[src/core/auc_pkg.sv]
// constants and carrier types for the adc uart response timing block
// assumes a single 200 MHz clock and a host that speaks 8-N-1 on rx/tx
// Functional notes
// - abandon partial command after mode-dependent timeout
// - core tick 1.024 MHz normal, 2.048 turbo
// - modulator tick is a quarter of core
// - manual mode: ready rises 7 core ticks after read
// - manual mode: reply start bit 2 baud after read
// - auto mode: reply start bit 2 baud after rise
// - ready stays high at least 2 modulator ticks
// - auto mode: ready stays low at least 4 core ticks
// - register reply start bit 2 baud after decode
// - decode instant is at mid stop bit, so baud rate
package auc_pkg;
  localparam int unsigned F_CLK_HZ         = 200_000_000;
  localparam int unsigned F_CORE_NORMAL_HZ = 1_024_000;
  localparam int unsigned F_CORE_TURBO_HZ  = 2_048_000;
  // integer dividers: the core tick runs about 0.2 percent fast in normal mode and 0.7 percent fast in turbo, inside the oscillator tolerance
  localparam int unsigned CORE_DIV_NORMAL  = F_CLK_HZ / F_CORE_NORMAL_HZ;
  localparam int unsigned CORE_DIV_TURBO   = F_CLK_HZ / F_CORE_TURBO_HZ;
  localparam int unsigned MOD_DIV          = 4;
  localparam int unsigned TIMEOUT_NORMAL   = 32760;
  localparam int unsigned TIMEOUT_TURBO    = 65520;
  localparam int unsigned RISE_CORE_TICKS  = 7;
  localparam int unsigned HIGH_MOD_TICKS   = 2;
  localparam int unsigned LOW_CORE_TICKS   = 4;
  localparam int unsigned REPLY_BAUDS      = 2;
  localparam int unsigned RESULT_BYTES     = 3;
  localparam logic [15:0] BAUD_DIV_MIN     = 16'h0010;
  localparam logic [7:0]  CMD_RESET        = 8'h06;
  localparam logic [7:0]  CMD_READ_DATA    = 8'h10;
  localparam logic [7:0]  CMD_READ_REG     = 8'h20;
  localparam logic [7:0]  CMD_READ_REG_MSK = 8'hf0;
  localparam int unsigned REG_ADDR_LSB     = 1;

  typedef struct packed {
    logic [7:0] data;
  } auc_byte_s;

  typedef enum logic [1:0] {
    RX_IDLE  = 2'b00,
    RX_START = 2'b01,
    RX_DATA  = 2'b10,
    RX_STOP  = 2'b11
  } auc_rx_e;

  typedef enum logic [1:0] {
    SQ_IDLE = 2'b00,
    SQ_WAIT = 2'b01,
    SQ_SEND = 2'b10
  } auc_sq_e;
endpackage

[src/core/auc_timing.sv]
// uart command front end and reply timing of the converter
// assumes rx is synchronous to clk; baud_div >= 16 clocks per bit
module auc_timing (
  input  wire logic        clk,
  input  wire logic        rst_n,
  input  wire logic        turbo,
  input  wire logic        auto_read,
  input  wire logic [15:0] baud_div,
  input  wire logic        rx,
  input  wire logic        conv_done,
  input  wire logic [23:0] conv_data,
  input  wire logic [7:0]  reg_rdata,
  output logic             tx,
  output logic             result_ready_n,
  output logic [2:0]       reg_raddr
);
  localparam logic [7:0] DIV_N = 8'(auc_pkg::CORE_DIV_NORMAL);
  localparam logic [7:0] DIV_T = 8'(auc_pkg::CORE_DIV_TURBO);
  localparam logic [16:0] TO_N = 17'(auc_pkg::TIMEOUT_NORMAL);
  localparam logic [16:0] TO_T = 17'(auc_pkg::TIMEOUT_TURBO);

  // tick dividers
  logic [7:0]  core_cnt, next_core_cnt;
  logic [1:0]  mod_cnt, next_mod_cnt;
  logic        core_tick, mod_tick;
  // receiver
  auc_pkg::auc_rx_e rx_st, next_rx_st;
  logic [15:0] rx_cnt, next_rx_cnt;
  logic [2:0]  rx_bit, next_rx_bit;
  logic [7:0]  rx_shift, next_rx_shift;
  logic [16:0] idle_mods, next_idle_mods;
  logic        cmd_valid;
  logic        soft_rst, next_soft_rst;
  // reply sequencer
  auc_pkg::auc_sq_e sq_st, next_sq_st;
  logic [16:0] sq_cnt, next_sq_cnt;
  logic [1:0]  sq_len, next_sq_len;
  logic [1:0]  sq_idx, next_sq_idx;
  logic        sq_reg, next_sq_reg;
  logic [23:0] result, next_result;
  logic [2:0]  next_reg_raddr;
  // serializer
  logic        tx_busy, next_tx_busy;
  logic [8:0]  tx_shift, next_tx_shift;
  logic [3:0]  tx_bits, next_tx_bits;
  logic [15:0] tx_cnt, next_tx_cnt;
  logic        next_tx;
  // ready line
  logic        next_ready_n;
  logic [1:0]  high_mods, next_high_mods;
  logic [2:0]  low_cores, next_low_cores;
  logic [2:0]  rise_cnt, next_rise_cnt;
  logic        fall_pend, next_fall_pend;
  logic        rise_pend, next_rise_pend;
  // buffer handshake
  auc_pkg::auc_byte_s push_byte, pop_byte;
  logic        push_valid, push_ready, pop_valid, pop_ready;
  logic        start_reply, reply_is_reg;
  logic        sw_rst;

  assign sw_rst = rst_n && !soft_rst;
  assign core_tick = (core_cnt == 8'h00);
  assign mod_tick  = core_tick && (mod_cnt == 2'h0);

  auc_buf2 #(.WIDTH($bits(auc_pkg::auc_byte_s))) u_buf (
    .clk       (clk),
    .rst_n     (sw_rst),
    .in_valid  (push_valid),
    .in_ready  (push_ready),
    .in_data   (push_byte),
    .out_valid (pop_valid),
    .out_ready (pop_ready),
    .out_data  (pop_byte)
  );

  always_comb begin
    next_core_cnt = core_tick ? ((turbo ? DIV_T : DIV_N) - 8'h01) : core_cnt - 8'h01;
    next_mod_cnt  = core_tick ? mod_cnt - 2'h1 : mod_cnt;
    next_rx_st     = rx_st;
    next_rx_cnt    = rx_cnt;
    next_rx_bit    = rx_bit;
    next_rx_shift  = rx_shift;
    next_idle_mods = 17'h0;
    next_soft_rst  = 1'b0;
    cmd_valid      = 1'b0;
    if (rx_cnt != 16'h0) begin
      next_rx_cnt = rx_cnt - 16'h1;
    end
    case (rx_st)
      auc_pkg::RX_IDLE: begin
        if (!rx) begin
          next_rx_st  = auc_pkg::RX_START;
          next_rx_cnt = {1'b0, baud_div[15:1]};
        end
      end
      auc_pkg::RX_START: begin
        if (rx_cnt == 16'h0) begin
          next_rx_st  = rx ? auc_pkg::RX_IDLE : auc_pkg::RX_DATA;
          // reload one short so samples stay exactly one bit apart
          next_rx_cnt = baud_div - 16'h1;
          next_rx_bit = 3'h0;
        end
      end
      auc_pkg::RX_DATA: begin
        if (rx_cnt == 16'h0) begin
          next_rx_shift = {rx, rx_shift[7:1]};
          next_rx_cnt   = baud_div - 16'h1;
          next_rx_bit   = rx_bit + 3'h1;
          if (rx_bit == 3'h7) begin
            next_rx_st = auc_pkg::RX_STOP;
          end
        end
      end
      default: begin
        // decode happens at mid stop bit, so the reference point moves with baud rate
        if (rx_cnt == 16'h0) begin
          next_rx_st = auc_pkg::RX_IDLE;
          cmd_valid  = rx;
        end
      end
    endcase
    if (rx_st != auc_pkg::RX_IDLE) begin
      next_idle_mods = idle_mods + {16'h0, mod_tick};
      if (idle_mods >= (turbo ? TO_T : TO_N)) begin
        next_rx_st = auc_pkg::RX_IDLE;
      end
    end
    if (cmd_valid && rx_shift == auc_pkg::CMD_RESET) begin
      next_soft_rst = 1'b1;
    end
  end

  always_comb begin
    next_ready_n   = result_ready_n;
    next_high_mods = (result_ready_n && mod_tick && high_mods != 2'h3) ? high_mods + 2'h1 : high_mods;
    next_low_cores = (!result_ready_n && core_tick && low_cores != 3'h7) ? low_cores + 3'h1 : low_cores;
    next_rise_cnt  = rise_cnt;
    next_fall_pend = fall_pend;
    next_rise_pend = rise_pend;
    next_result    = result;
    next_reg_raddr = reg_raddr;
    start_reply    = 1'b0;
    reply_is_reg   = 1'b0;
    if (rise_cnt != 3'h0 && core_tick) begin
      next_rise_cnt = rise_cnt - 3'h1;
      if (rise_cnt == 3'h1) begin
        next_ready_n   = 1'b1;
        next_high_mods = 2'h0;
      end
    end
    // one tick beyond the minimum: the first tick may land just after the edge
    if (result_ready_n && fall_pend && high_mods > 2'(auc_pkg::HIGH_MOD_TICKS)) begin
      next_ready_n   = 1'b0;
      next_fall_pend = 1'b0;
      next_low_cores = 3'h0;
    end
    if (!result_ready_n && rise_pend && low_cores > 3'(auc_pkg::LOW_CORE_TICKS)) begin
      next_ready_n   = 1'b1;
      next_high_mods = 2'h0;
      next_rise_pend = 1'b0;
      next_fall_pend = 1'b1;
      start_reply    = 1'b1;
    end
    if (cmd_valid && !auto_read && rx_shift == auc_pkg::CMD_READ_DATA) begin
      start_reply = 1'b1;
      if (!result_ready_n) begin
        next_rise_cnt = 3'(auc_pkg::RISE_CORE_TICKS);
      end
    end
    if (cmd_valid && (rx_shift & auc_pkg::CMD_READ_REG_MSK) == auc_pkg::CMD_READ_REG) begin
      start_reply    = 1'b1;
      reply_is_reg   = 1'b1;
      next_reg_raddr = rx_shift[auc_pkg::REG_ADDR_LSB +: 3];
    end
    // a conversion landing on the clearing cycle still sets its pending flag
    if (conv_done) begin
      next_result = conv_data;
      if (auto_read) begin
        next_rise_pend = 1'b1;
        next_fall_pend = next_fall_pend || result_ready_n;
      end else begin
        next_fall_pend = 1'b1;
      end
    end
  end

  always_comb begin
    next_sq_st    = sq_st;
    next_sq_cnt   = (sq_cnt != 17'h0) ? sq_cnt - 17'h1 : sq_cnt;
    next_sq_len   = sq_len;
    next_sq_idx   = sq_idx;
    next_sq_reg   = sq_reg;
    push_valid    = (sq_st != auc_pkg::SQ_IDLE) && (sq_idx != sq_len);
    push_byte     = sq_reg ? reg_rdata : result[sq_idx * 8 +: 8];
    pop_ready     = (sq_st == auc_pkg::SQ_SEND) && !tx_busy;
    next_tx_busy  = tx_busy;
    next_tx_shift = tx_shift;
    next_tx_bits  = tx_bits;
    next_tx_cnt   = (tx_cnt != 16'h0) ? tx_cnt - 16'h1 : tx_cnt;
    next_tx       = tx;
    if (push_valid && push_ready) begin
      next_sq_idx = sq_idx + 2'h1; // stalls here while the buffer is full
    end
    case (sq_st)
      auc_pkg::SQ_IDLE: begin
        if (start_reply) begin
          next_sq_st  = auc_pkg::SQ_WAIT;
          next_sq_cnt = 17'(baud_div) * 17'(auc_pkg::REPLY_BAUDS) - 17'h2;
          next_sq_idx = 2'h0;
          next_sq_len = reply_is_reg ? 2'h1 : 2'(auc_pkg::RESULT_BYTES);
          next_sq_reg = reply_is_reg;
        end
      end
      auc_pkg::SQ_WAIT: begin
        if (sq_cnt == 17'h0) begin
          next_sq_st = auc_pkg::SQ_SEND;
        end
      end
      default: begin
        if (sq_idx == sq_len && !pop_valid && !tx_busy) begin
          next_sq_st = auc_pkg::SQ_IDLE;
        end
      end
    endcase
    if (pop_ready && pop_valid) begin
      next_tx_busy  = 1'b1;
      next_tx       = 1'b0;
      next_tx_shift = {1'b1, pop_byte.data};
      next_tx_bits  = 4'h9;
      next_tx_cnt   = baud_div - 16'h1;
    end else if (tx_busy && tx_cnt == 16'h0) begin
      if (tx_bits == 4'h0) begin
        next_tx_busy = 1'b0;
      end else begin
        next_tx       = tx_shift[0];
        next_tx_shift = {1'b1, tx_shift[8:1]};
        next_tx_bits  = tx_bits - 4'h1;
        next_tx_cnt   = baud_div - 16'h1;
      end
    end
  end

  always_ff @(posedge clk) begin
    if (!rst_n) begin
      core_cnt  <= 8'h00;
      mod_cnt   <= 2'h0;
      soft_rst  <= 1'b0;
    end else begin
      core_cnt  <= next_core_cnt;
      mod_cnt   <= next_mod_cnt;
      soft_rst  <= next_soft_rst;
    end
    if (!sw_rst) begin
      rx_st          <= auc_pkg::RX_IDLE;
      rx_cnt         <= 16'h0;
      rx_bit         <= 3'h0;
      rx_shift       <= 8'h00;
      idle_mods      <= 17'h0;
      sq_st          <= auc_pkg::SQ_IDLE;
      sq_cnt         <= 17'h0;
      sq_len         <= 2'h0;
      sq_idx         <= 2'h0;
      sq_reg         <= 1'b0;
      result         <= 24'h0;
      reg_raddr      <= 3'h0;
      tx_busy        <= 1'b0;
      tx_shift       <= 9'h1ff;
      tx_bits        <= 4'h0;
      tx_cnt         <= 16'h0;
      tx             <= 1'b1;
      result_ready_n <= 1'b1;
      high_mods      <= 2'h0;
      low_cores      <= 3'h0;
      rise_cnt       <= 3'h0;
      fall_pend      <= 1'b0;
      rise_pend      <= 1'b0;
    end else begin
      rx_st          <= next_rx_st;
      rx_cnt         <= next_rx_cnt;
      rx_bit         <= next_rx_bit;
      rx_shift       <= next_rx_shift;
      idle_mods      <= next_idle_mods;
      sq_st          <= next_sq_st;
      sq_cnt         <= next_sq_cnt;
      sq_len         <= next_sq_len;
      sq_idx         <= next_sq_idx;
      sq_reg         <= next_sq_reg;
      result         <= next_result;
      reg_raddr      <= next_reg_raddr;
      tx_busy        <= next_tx_busy;
      tx_shift       <= next_tx_shift;
      tx_bits        <= next_tx_bits;
      tx_cnt         <= next_tx_cnt;
      tx             <= next_tx;
      result_ready_n <= next_ready_n;
      high_mods      <= next_high_mods;
      low_cores      <= next_low_cores;
      rise_cnt       <= next_rise_cnt;
      fall_pend      <= next_fall_pend;
      rise_pend      <= next_rise_pend;
    end
  end
endmodule

[src/core/auc_buf2.sv]
// two-entry buffer with valid/ready on both sides
// assumes one clock and synchronous active-low reset
module auc_buf2 #(
  parameter int unsigned WIDTH = 8
) (
  input  wire logic             clk,
  input  wire logic             rst_n,
  input  wire logic             in_valid,
  output logic                  in_ready,
  input  wire logic [WIDTH-1:0] in_data,
  output logic                  out_valid,
  input  wire logic             out_ready,
  output logic [WIDTH-1:0]      out_data
);
  logic [WIDTH-1:0] mem [2];
  logic             wr_ptr;
  logic             rd_ptr;
  logic [1:0]       count;
  logic             next_wr_ptr;
  logic             next_rd_ptr;
  logic [1:0]       next_count;
  logic             push;
  logic             pop;

  assign in_ready  = (count != 2'h2);
  assign out_valid = (count != 2'h0);
  assign out_data  = mem[rd_ptr];
  assign push      = in_valid && in_ready;
  assign pop       = out_valid && out_ready;

  always_comb begin
    next_wr_ptr = wr_ptr ^ push;
    next_rd_ptr = rd_ptr ^ pop;
    next_count  = count + {1'b0, push} - {1'b0, pop};
  end

  always_ff @(posedge clk) begin
    if (!rst_n) begin
      wr_ptr <= 1'b0;
      rd_ptr <= 1'b0;
      count  <= 2'h0;
    end else begin
      wr_ptr <= next_wr_ptr;
      rd_ptr <= next_rd_ptr;
      count  <= next_count;
    end
    if (push) begin
      mem[wr_ptr] <= in_data;
    end
  end
endmodule

[config.mk]
export PLATFORM = sky130hd
export DESIGN_NAME = auc_timing
export DESIGN_NICKNAME = d
export VERILOG_FILES = /design/src/core/auc_pkg.sv /design/src/core/auc_timing.sv /design/src/core/auc_buf2.sv
export SDC_FILE = /design/constraint.sdc
export NUM_CORES = 1
export LEC_CHECK = 0
export BUFFER_PORTS_ARGS = -buffer_cell sky130_fd_sc_hd__clkbuf_2
export CORE_MARGIN = 2
export CORE_UTILIZATION = 60
export DETAILED_ROUTE_END_ITERATION = 7
export GPL_TIMING_DRIVEN = 0
export PLACE_DENSITY = 0.8
export SLEW_MARGIN = 20
export SYNTH_ARGS = -nofsm -noshare
export SYNTH_HDL_FRONTEND = slang
export SYNTH_SLANG_ARGS = --single-unit
[constraint.sdc]
create_clock -name clk -period 2.7 [get_ports clk]
set_input_delay 0 -clock clk [delete_from_list [all_inputs] [get_ports clk]]
set_output_delay 0 -clock clk [all_outputs]
set_load 0.02 [all_outputs]
==> metrics.txt <==
# TYPE chip_impl_metric gauge
chip_impl_metric{name="detail-route-antenna-nets",unit=""} 0
chip_impl_info{name="cts_tree",value="yes"} 1
chip_impl_info{name="largest_reg_by_ff_count",value="result"} 1
chip_impl_metric{name="total_leakage_power",unit="nW"} 4.06
chip_impl_metric{name="design_power_total",unit="mW"} 8.57
chip_impl_metric{name="yosysWarningCount",unit=""} 0
chip_impl_metric{name="initialDrtViolationCount",unit=""} 729
chip_impl_metric{name="measured_slew_at_the_worst_slew_check_pin",unit="ns"} 0.903
chip_impl_metric{name="syn-cell-area",unit="um^2"} 8700
chip_impl_info{name="worst_r2r_startpoint",value="tx_cnt[12]"} 1
chip_impl_metric{name="critical_path.max_stage_delay",unit="ns"} 0.51
chip_impl_metric{name="nNetsFinal",unit=""} 1207
chip_impl_metric{name="post-route-min-period",unit="ns"} 2.57
chip_impl_metric{name="detailroute.wirelength.met3",unit="um"} 1500
chip_impl_metric{name="syn2layout_area_growth",unit="%"} 19.3
chip_impl_info{name="hp-class",value="in2reg"} 1
chip_impl_metric{name="max_slew_margin",unit="%"} 39.2
chip_impl_metric{name="fp.dieArea",unit="um^2"} 15500
chip_impl_metric{name="start_util",unit="%"} 60.6
chip_impl_metric{name="cts_sinks",unit=""} 170
chip_impl_metric{name="max_clock_freq",unit="MHz"} 389
chip_impl_info{name="largestRegisters",value="result x24, idle_mods x17, sq_cnt x17"} 1
chip_impl_metric{name="dp_worst_setup_slack",unit="ns"} -0.252
chip_impl_metric{name="min_period_over_period",unit="%"} 95.3
chip_impl_metric{name="cells_on_worst_reg2reg_path",unit=""} 7
chip_impl_info{name="slowest_stage",value="sky130_fd_sc_hd__or4_1"} 1
chip_impl_info{name="layout.cells.most_common",value="sky130_fd_sc_hd__dfxtp_1"} 1
chip_impl_metric{name="wire_per_inst",unit="um"} 17.2
chip_impl_info{name="worst_hold_startpoint",value="baud_div[6]"} 1
chip_impl_metric{name="power-per-cell-area",unit="nW/um^2"} 825
chip_impl_info{name="hold_path_end",value="rx_cnt[5]"} 1
chip_impl_metric{name="syn_avg_cell_area",unit="um^2"} 8.75
chip_impl_metric{name="grt_pass1_wl",unit="um"} 37200
chip_impl_info{name="crit_path_cell_trace",value="or4_1 -> clkbuf_1 -> and2_1 -> a221o_1 -> clkbuf_1 -> a211oi_1 -> o21ai_0"} 1
chip_impl_metric{name="global_route.usage.total",unit="%"} 29.2
chip_impl_metric{name="clock_latency",unit="ns"} 0.44
chip_impl_metric{name="cts.clk_slew.worst_paths",unit="ns"} 0.07
chip_impl_metric{name="grt_antenna_before_repair",unit=""} 0
chip_impl_metric{name="port-buffer-count",unit=""} 57
chip_impl_metric{name="number_of_flip_flops_in_the_largest_register",unit=""} 24
chip_impl_metric{name="die_width",unit="um"} 124
chip_impl_info{name="grt_setup_unrepaired",value="false"} 1
chip_impl_metric{name="cp.required",unit="ns"} 2.99
chip_impl_metric{name="timing.critical_path.arrival",unit="ns"} 2.86
chip_impl_metric{name="max_cap_viol_count",unit=""} 0
chip_impl_metric{name="totalWireLength",unit="um"} 22600
chip_impl_metric{name="grt_max_degree",unit=""} 17
chip_impl_metric{name="fraction_of_synthesis_flops_using_an_asynchronous_set_or_reset_pin",unit="%"} 0
chip_impl_metric{name="synthesis.instances",unit=""} 995
chip_impl_metric{name="ioPinCount",unit=""} 59
chip_impl_metric{name="synth.lib_cells_used.distinct",unit=""} 68
chip_impl_metric{name="met2_routed_wirelength",unit="um"} 10600
chip_impl_metric{name="clock_tree.htree_level_count",unit=""} 4
chip_impl_info{name="top_layer_reached_by_signal_wires",value="met4"} 1
chip_impl_metric{name="n_antenna_cell",unit=""} 0
chip_impl_info{name="layout_common_cells",value="sky130_fd_sc_hd__dfxtp_1, sky130_fd_sc_hd__nor2_1, sky130_fd_sc_hd__clkbuf_2"} 1
chip_impl_metric{name="grt_pass1_vias",unit=""} 7735
chip_impl_metric{name="die_y",unit="um"} 124
chip_impl_metric{name="proportion_of_layout_cells_with_a_drive_suffix_above_1",unit="%"} 11.2
chip_impl_metric{name="placed_cell_area",unit="um^2"} 9220
chip_impl_metric{name="drt-vias-per-instance",unit=""} 6.04
chip_impl_metric{name="drcViolationCount",unit=""} 0
chip_impl_info{name="worst_path_most_repeated_cell",value="sky130_fd_sc_hd__clkbuf_1"} 1
chip_impl_info{name="critical_path_class",value="reg2reg"} 1
chip_impl_metric{name="number_of_hold_violations_in_the_final_report",unit=""} 0
chip_impl_metric{name="num_rows",unit=""} 44
chip_impl_metric{name="layout_setup_ws",unit="ns"} 0.126
chip_impl_info{name="run_status",value="finished, final reports clean"} 1
chip_impl_metric{name="skew",unit="ns"} 0.00845
chip_impl_metric{name="worst_ir_drop_vdd",unit="mV"} 0.835
chip_impl_info{name="startpoint_type",value="flop"} 1
chip_impl_metric{name="yosys_reg_bits",unit=""} 170
chip_impl_info{name="worstSetupEndpointType",value="flop"} 1
chip_impl_metric{name="post_dp_hpwl",unit="um"} 14900
chip_impl_metric{name="clockBufferDepth",unit=""} 2
chip_impl_metric{name="holdPathStages",unit=""} 3
chip_impl_metric{name="layout.cell_area.non_filler",unit="um^2"} 10400
chip_impl_metric{name="synth.yosys.seq_area_share",unit="%"} 40.9
chip_impl_metric{name="gp_congestion",unit=""} 0.912
chip_impl_info{name="crit-reg2reg-capture",value="tx_shift[5]"} 1
chip_impl_metric{name="worstPathMaxFanout",unit=""} 10
chip_impl_metric{name="critPathBufInv",unit=""} 2
chip_impl_info{name="critical_path.startpoint",value="tx_cnt[12]"} 1
chip_impl_metric{name="detailroute.via_count",unit=""} 7966
chip_impl_metric{name="number_of_flops_mapped_to_enable_cells_by_yosys",unit=""} 16
chip_impl_metric{name="finalSetupViolCount",unit=""} 0
chip_impl_info{name="critical-path-top-delay-family",value="simple AND/OR/NAND/NOR gates"} 1
chip_impl_metric{name="first_pass_iters",unit=""} 8
chip_impl_metric{name="overflow",unit=""} 0
chip_impl_info{name="cts_root_buffer",value="sky130_fd_sc_hd__clkbuf_16"} 1
chip_impl_info{name="ys_dominant_reg_cell",value="sky130_fd_sc_hd__dfxtp_1"} 1
chip_impl_metric{name="cts-buffers-inserted",unit=""} 17
chip_impl_metric{name="final_max_slew_viol_count",unit=""} 0
chip_impl_metric{name="standard_cell_core_area",unit="um^2"} 14400
chip_impl_metric{name="rrSetupSlack",unit="ns"} 0.13
chip_impl_metric{name="met1_length",unit="um"} 9820
chip_impl_metric{name="syn-num-nets",unit=""} 1080
## worst max path at each step
| stage | endpoint | slack, ns | depth (start not counted) |
|---|---|---|---|
| floorplan | idle_mods[14] | 0.35 | 10 |
| global placement | sq_cnt[15] | -0.19 | 8 |
| detailed placement | sq_cnt[15] | -0.25 | 8 |
| CTS | rx_cnt[8] | 0.06 | 7 |
| global route | idle_mods[14] | 0.006 | 10 |
| finish | tx_shift[5] | 0.13 | 7 |
## power by group
group / leakage [nW] / switching, mW / internal (mW)
Sequential: 1.40 / 0.384 / 2.90
Clock: 0.278 / 1.02 / 1.40
Combinational: 2.38 / 1.60 / 1.27
Total: 4.06 / 3.01 / 5.56
## cells by family (layout without fill, tap and decap cells)
| logic type | Yosys count | count (layout) | synth area share [%] |
|---|---|---|---|
| buffers and inverters | 93 | 233 | 4.31 |
| adder cells (fa/ha/maj) | 31 | 31 | 4.46 |
| XOR/XNOR | 64 | 64 | 6.44 |
| flip-flops | 170 | 170 | 40.9 |
| AND/OR/NAND/NOR | 372 | 372 | 21.5 |
| multiplexers | 51 | 51 | 5.92 |
| AO/OA/AOI/OAI | 214 | 214 | 16.4 |
## timing repair
action / in CTS / in global routing
pin swaps: 1 / 1
hold buffers: 46 / 0
setup endpoints to repair: 55 / 55
gates resized for setup: 6 / 8
endpoints found under the hold margin: 54 / 0
setup buffers: 3 / 2
## cells in the mapped netlist (all sizes together) (11+ instances only)
cell    number  area share (%)
a211oi      36             3.3
a21oi       53             3.0
a22oi       14             1.2
buf         11            0.78
clkbuf      39             1.7
dfxtp      154              35
edfxtp      16             5.5
ha          31             4.5
inv         43             1.9
mux2i       47             5.4
nand2       53             2.3
nand3       31             1.8
nor2       135             5.8
nor3        38             2.2
nor4        22             1.7
o21ai       40             2.3
o22ai       12            0.86
xnor2       30             3.0
xor2        34             3.4
## per-stage QoR
| stage | cells | hold WS (ns) | setup TNS [ns] | utilization (%) |
|---|---|---|---|---|
| finish | 1319 | 0.00997 | 0 | 72.3 |
| global route | 1319 | 0.0266 | 0 | 72.3 |
| CTS | 1317 | 0.0138 | 0 | 71.9 |
| detailed placement | 1236 | 0.245 | -5.33 | 64.2 |
| global placement | 1236 | 0.238 | -3.31 | 64.2 |
| floorplan | 995 | 0.140 | 0 | - |
## tightest hold or removal path: stages
cell and delay (ns):
sky130_fd_sc_hd__clkbuf_2 0.14, sky130_fd_sc_hd__a22oi_1 0.11, sky130_fd_sc_hd__o22ai_1 0.15
## per-layer routing
layer	GRT usage, %	up-vias
met5	0	-
met4	12.9	0
met3	6.44	62
met2	47.3	321
met1	37.6	3735
li1	-	3848
## final cells by class
type	instances	area, um^2
clock inverter	8	83.8
timing repair buffer	108	783
inverter	43	161
tap	184	230
fill	1049	3990
buffer	50	215
clock buffer	24	503
multi-input combinational	732	4840
sequential	170	3560
No activity file was read; power rests on OpenSTA's default activity.
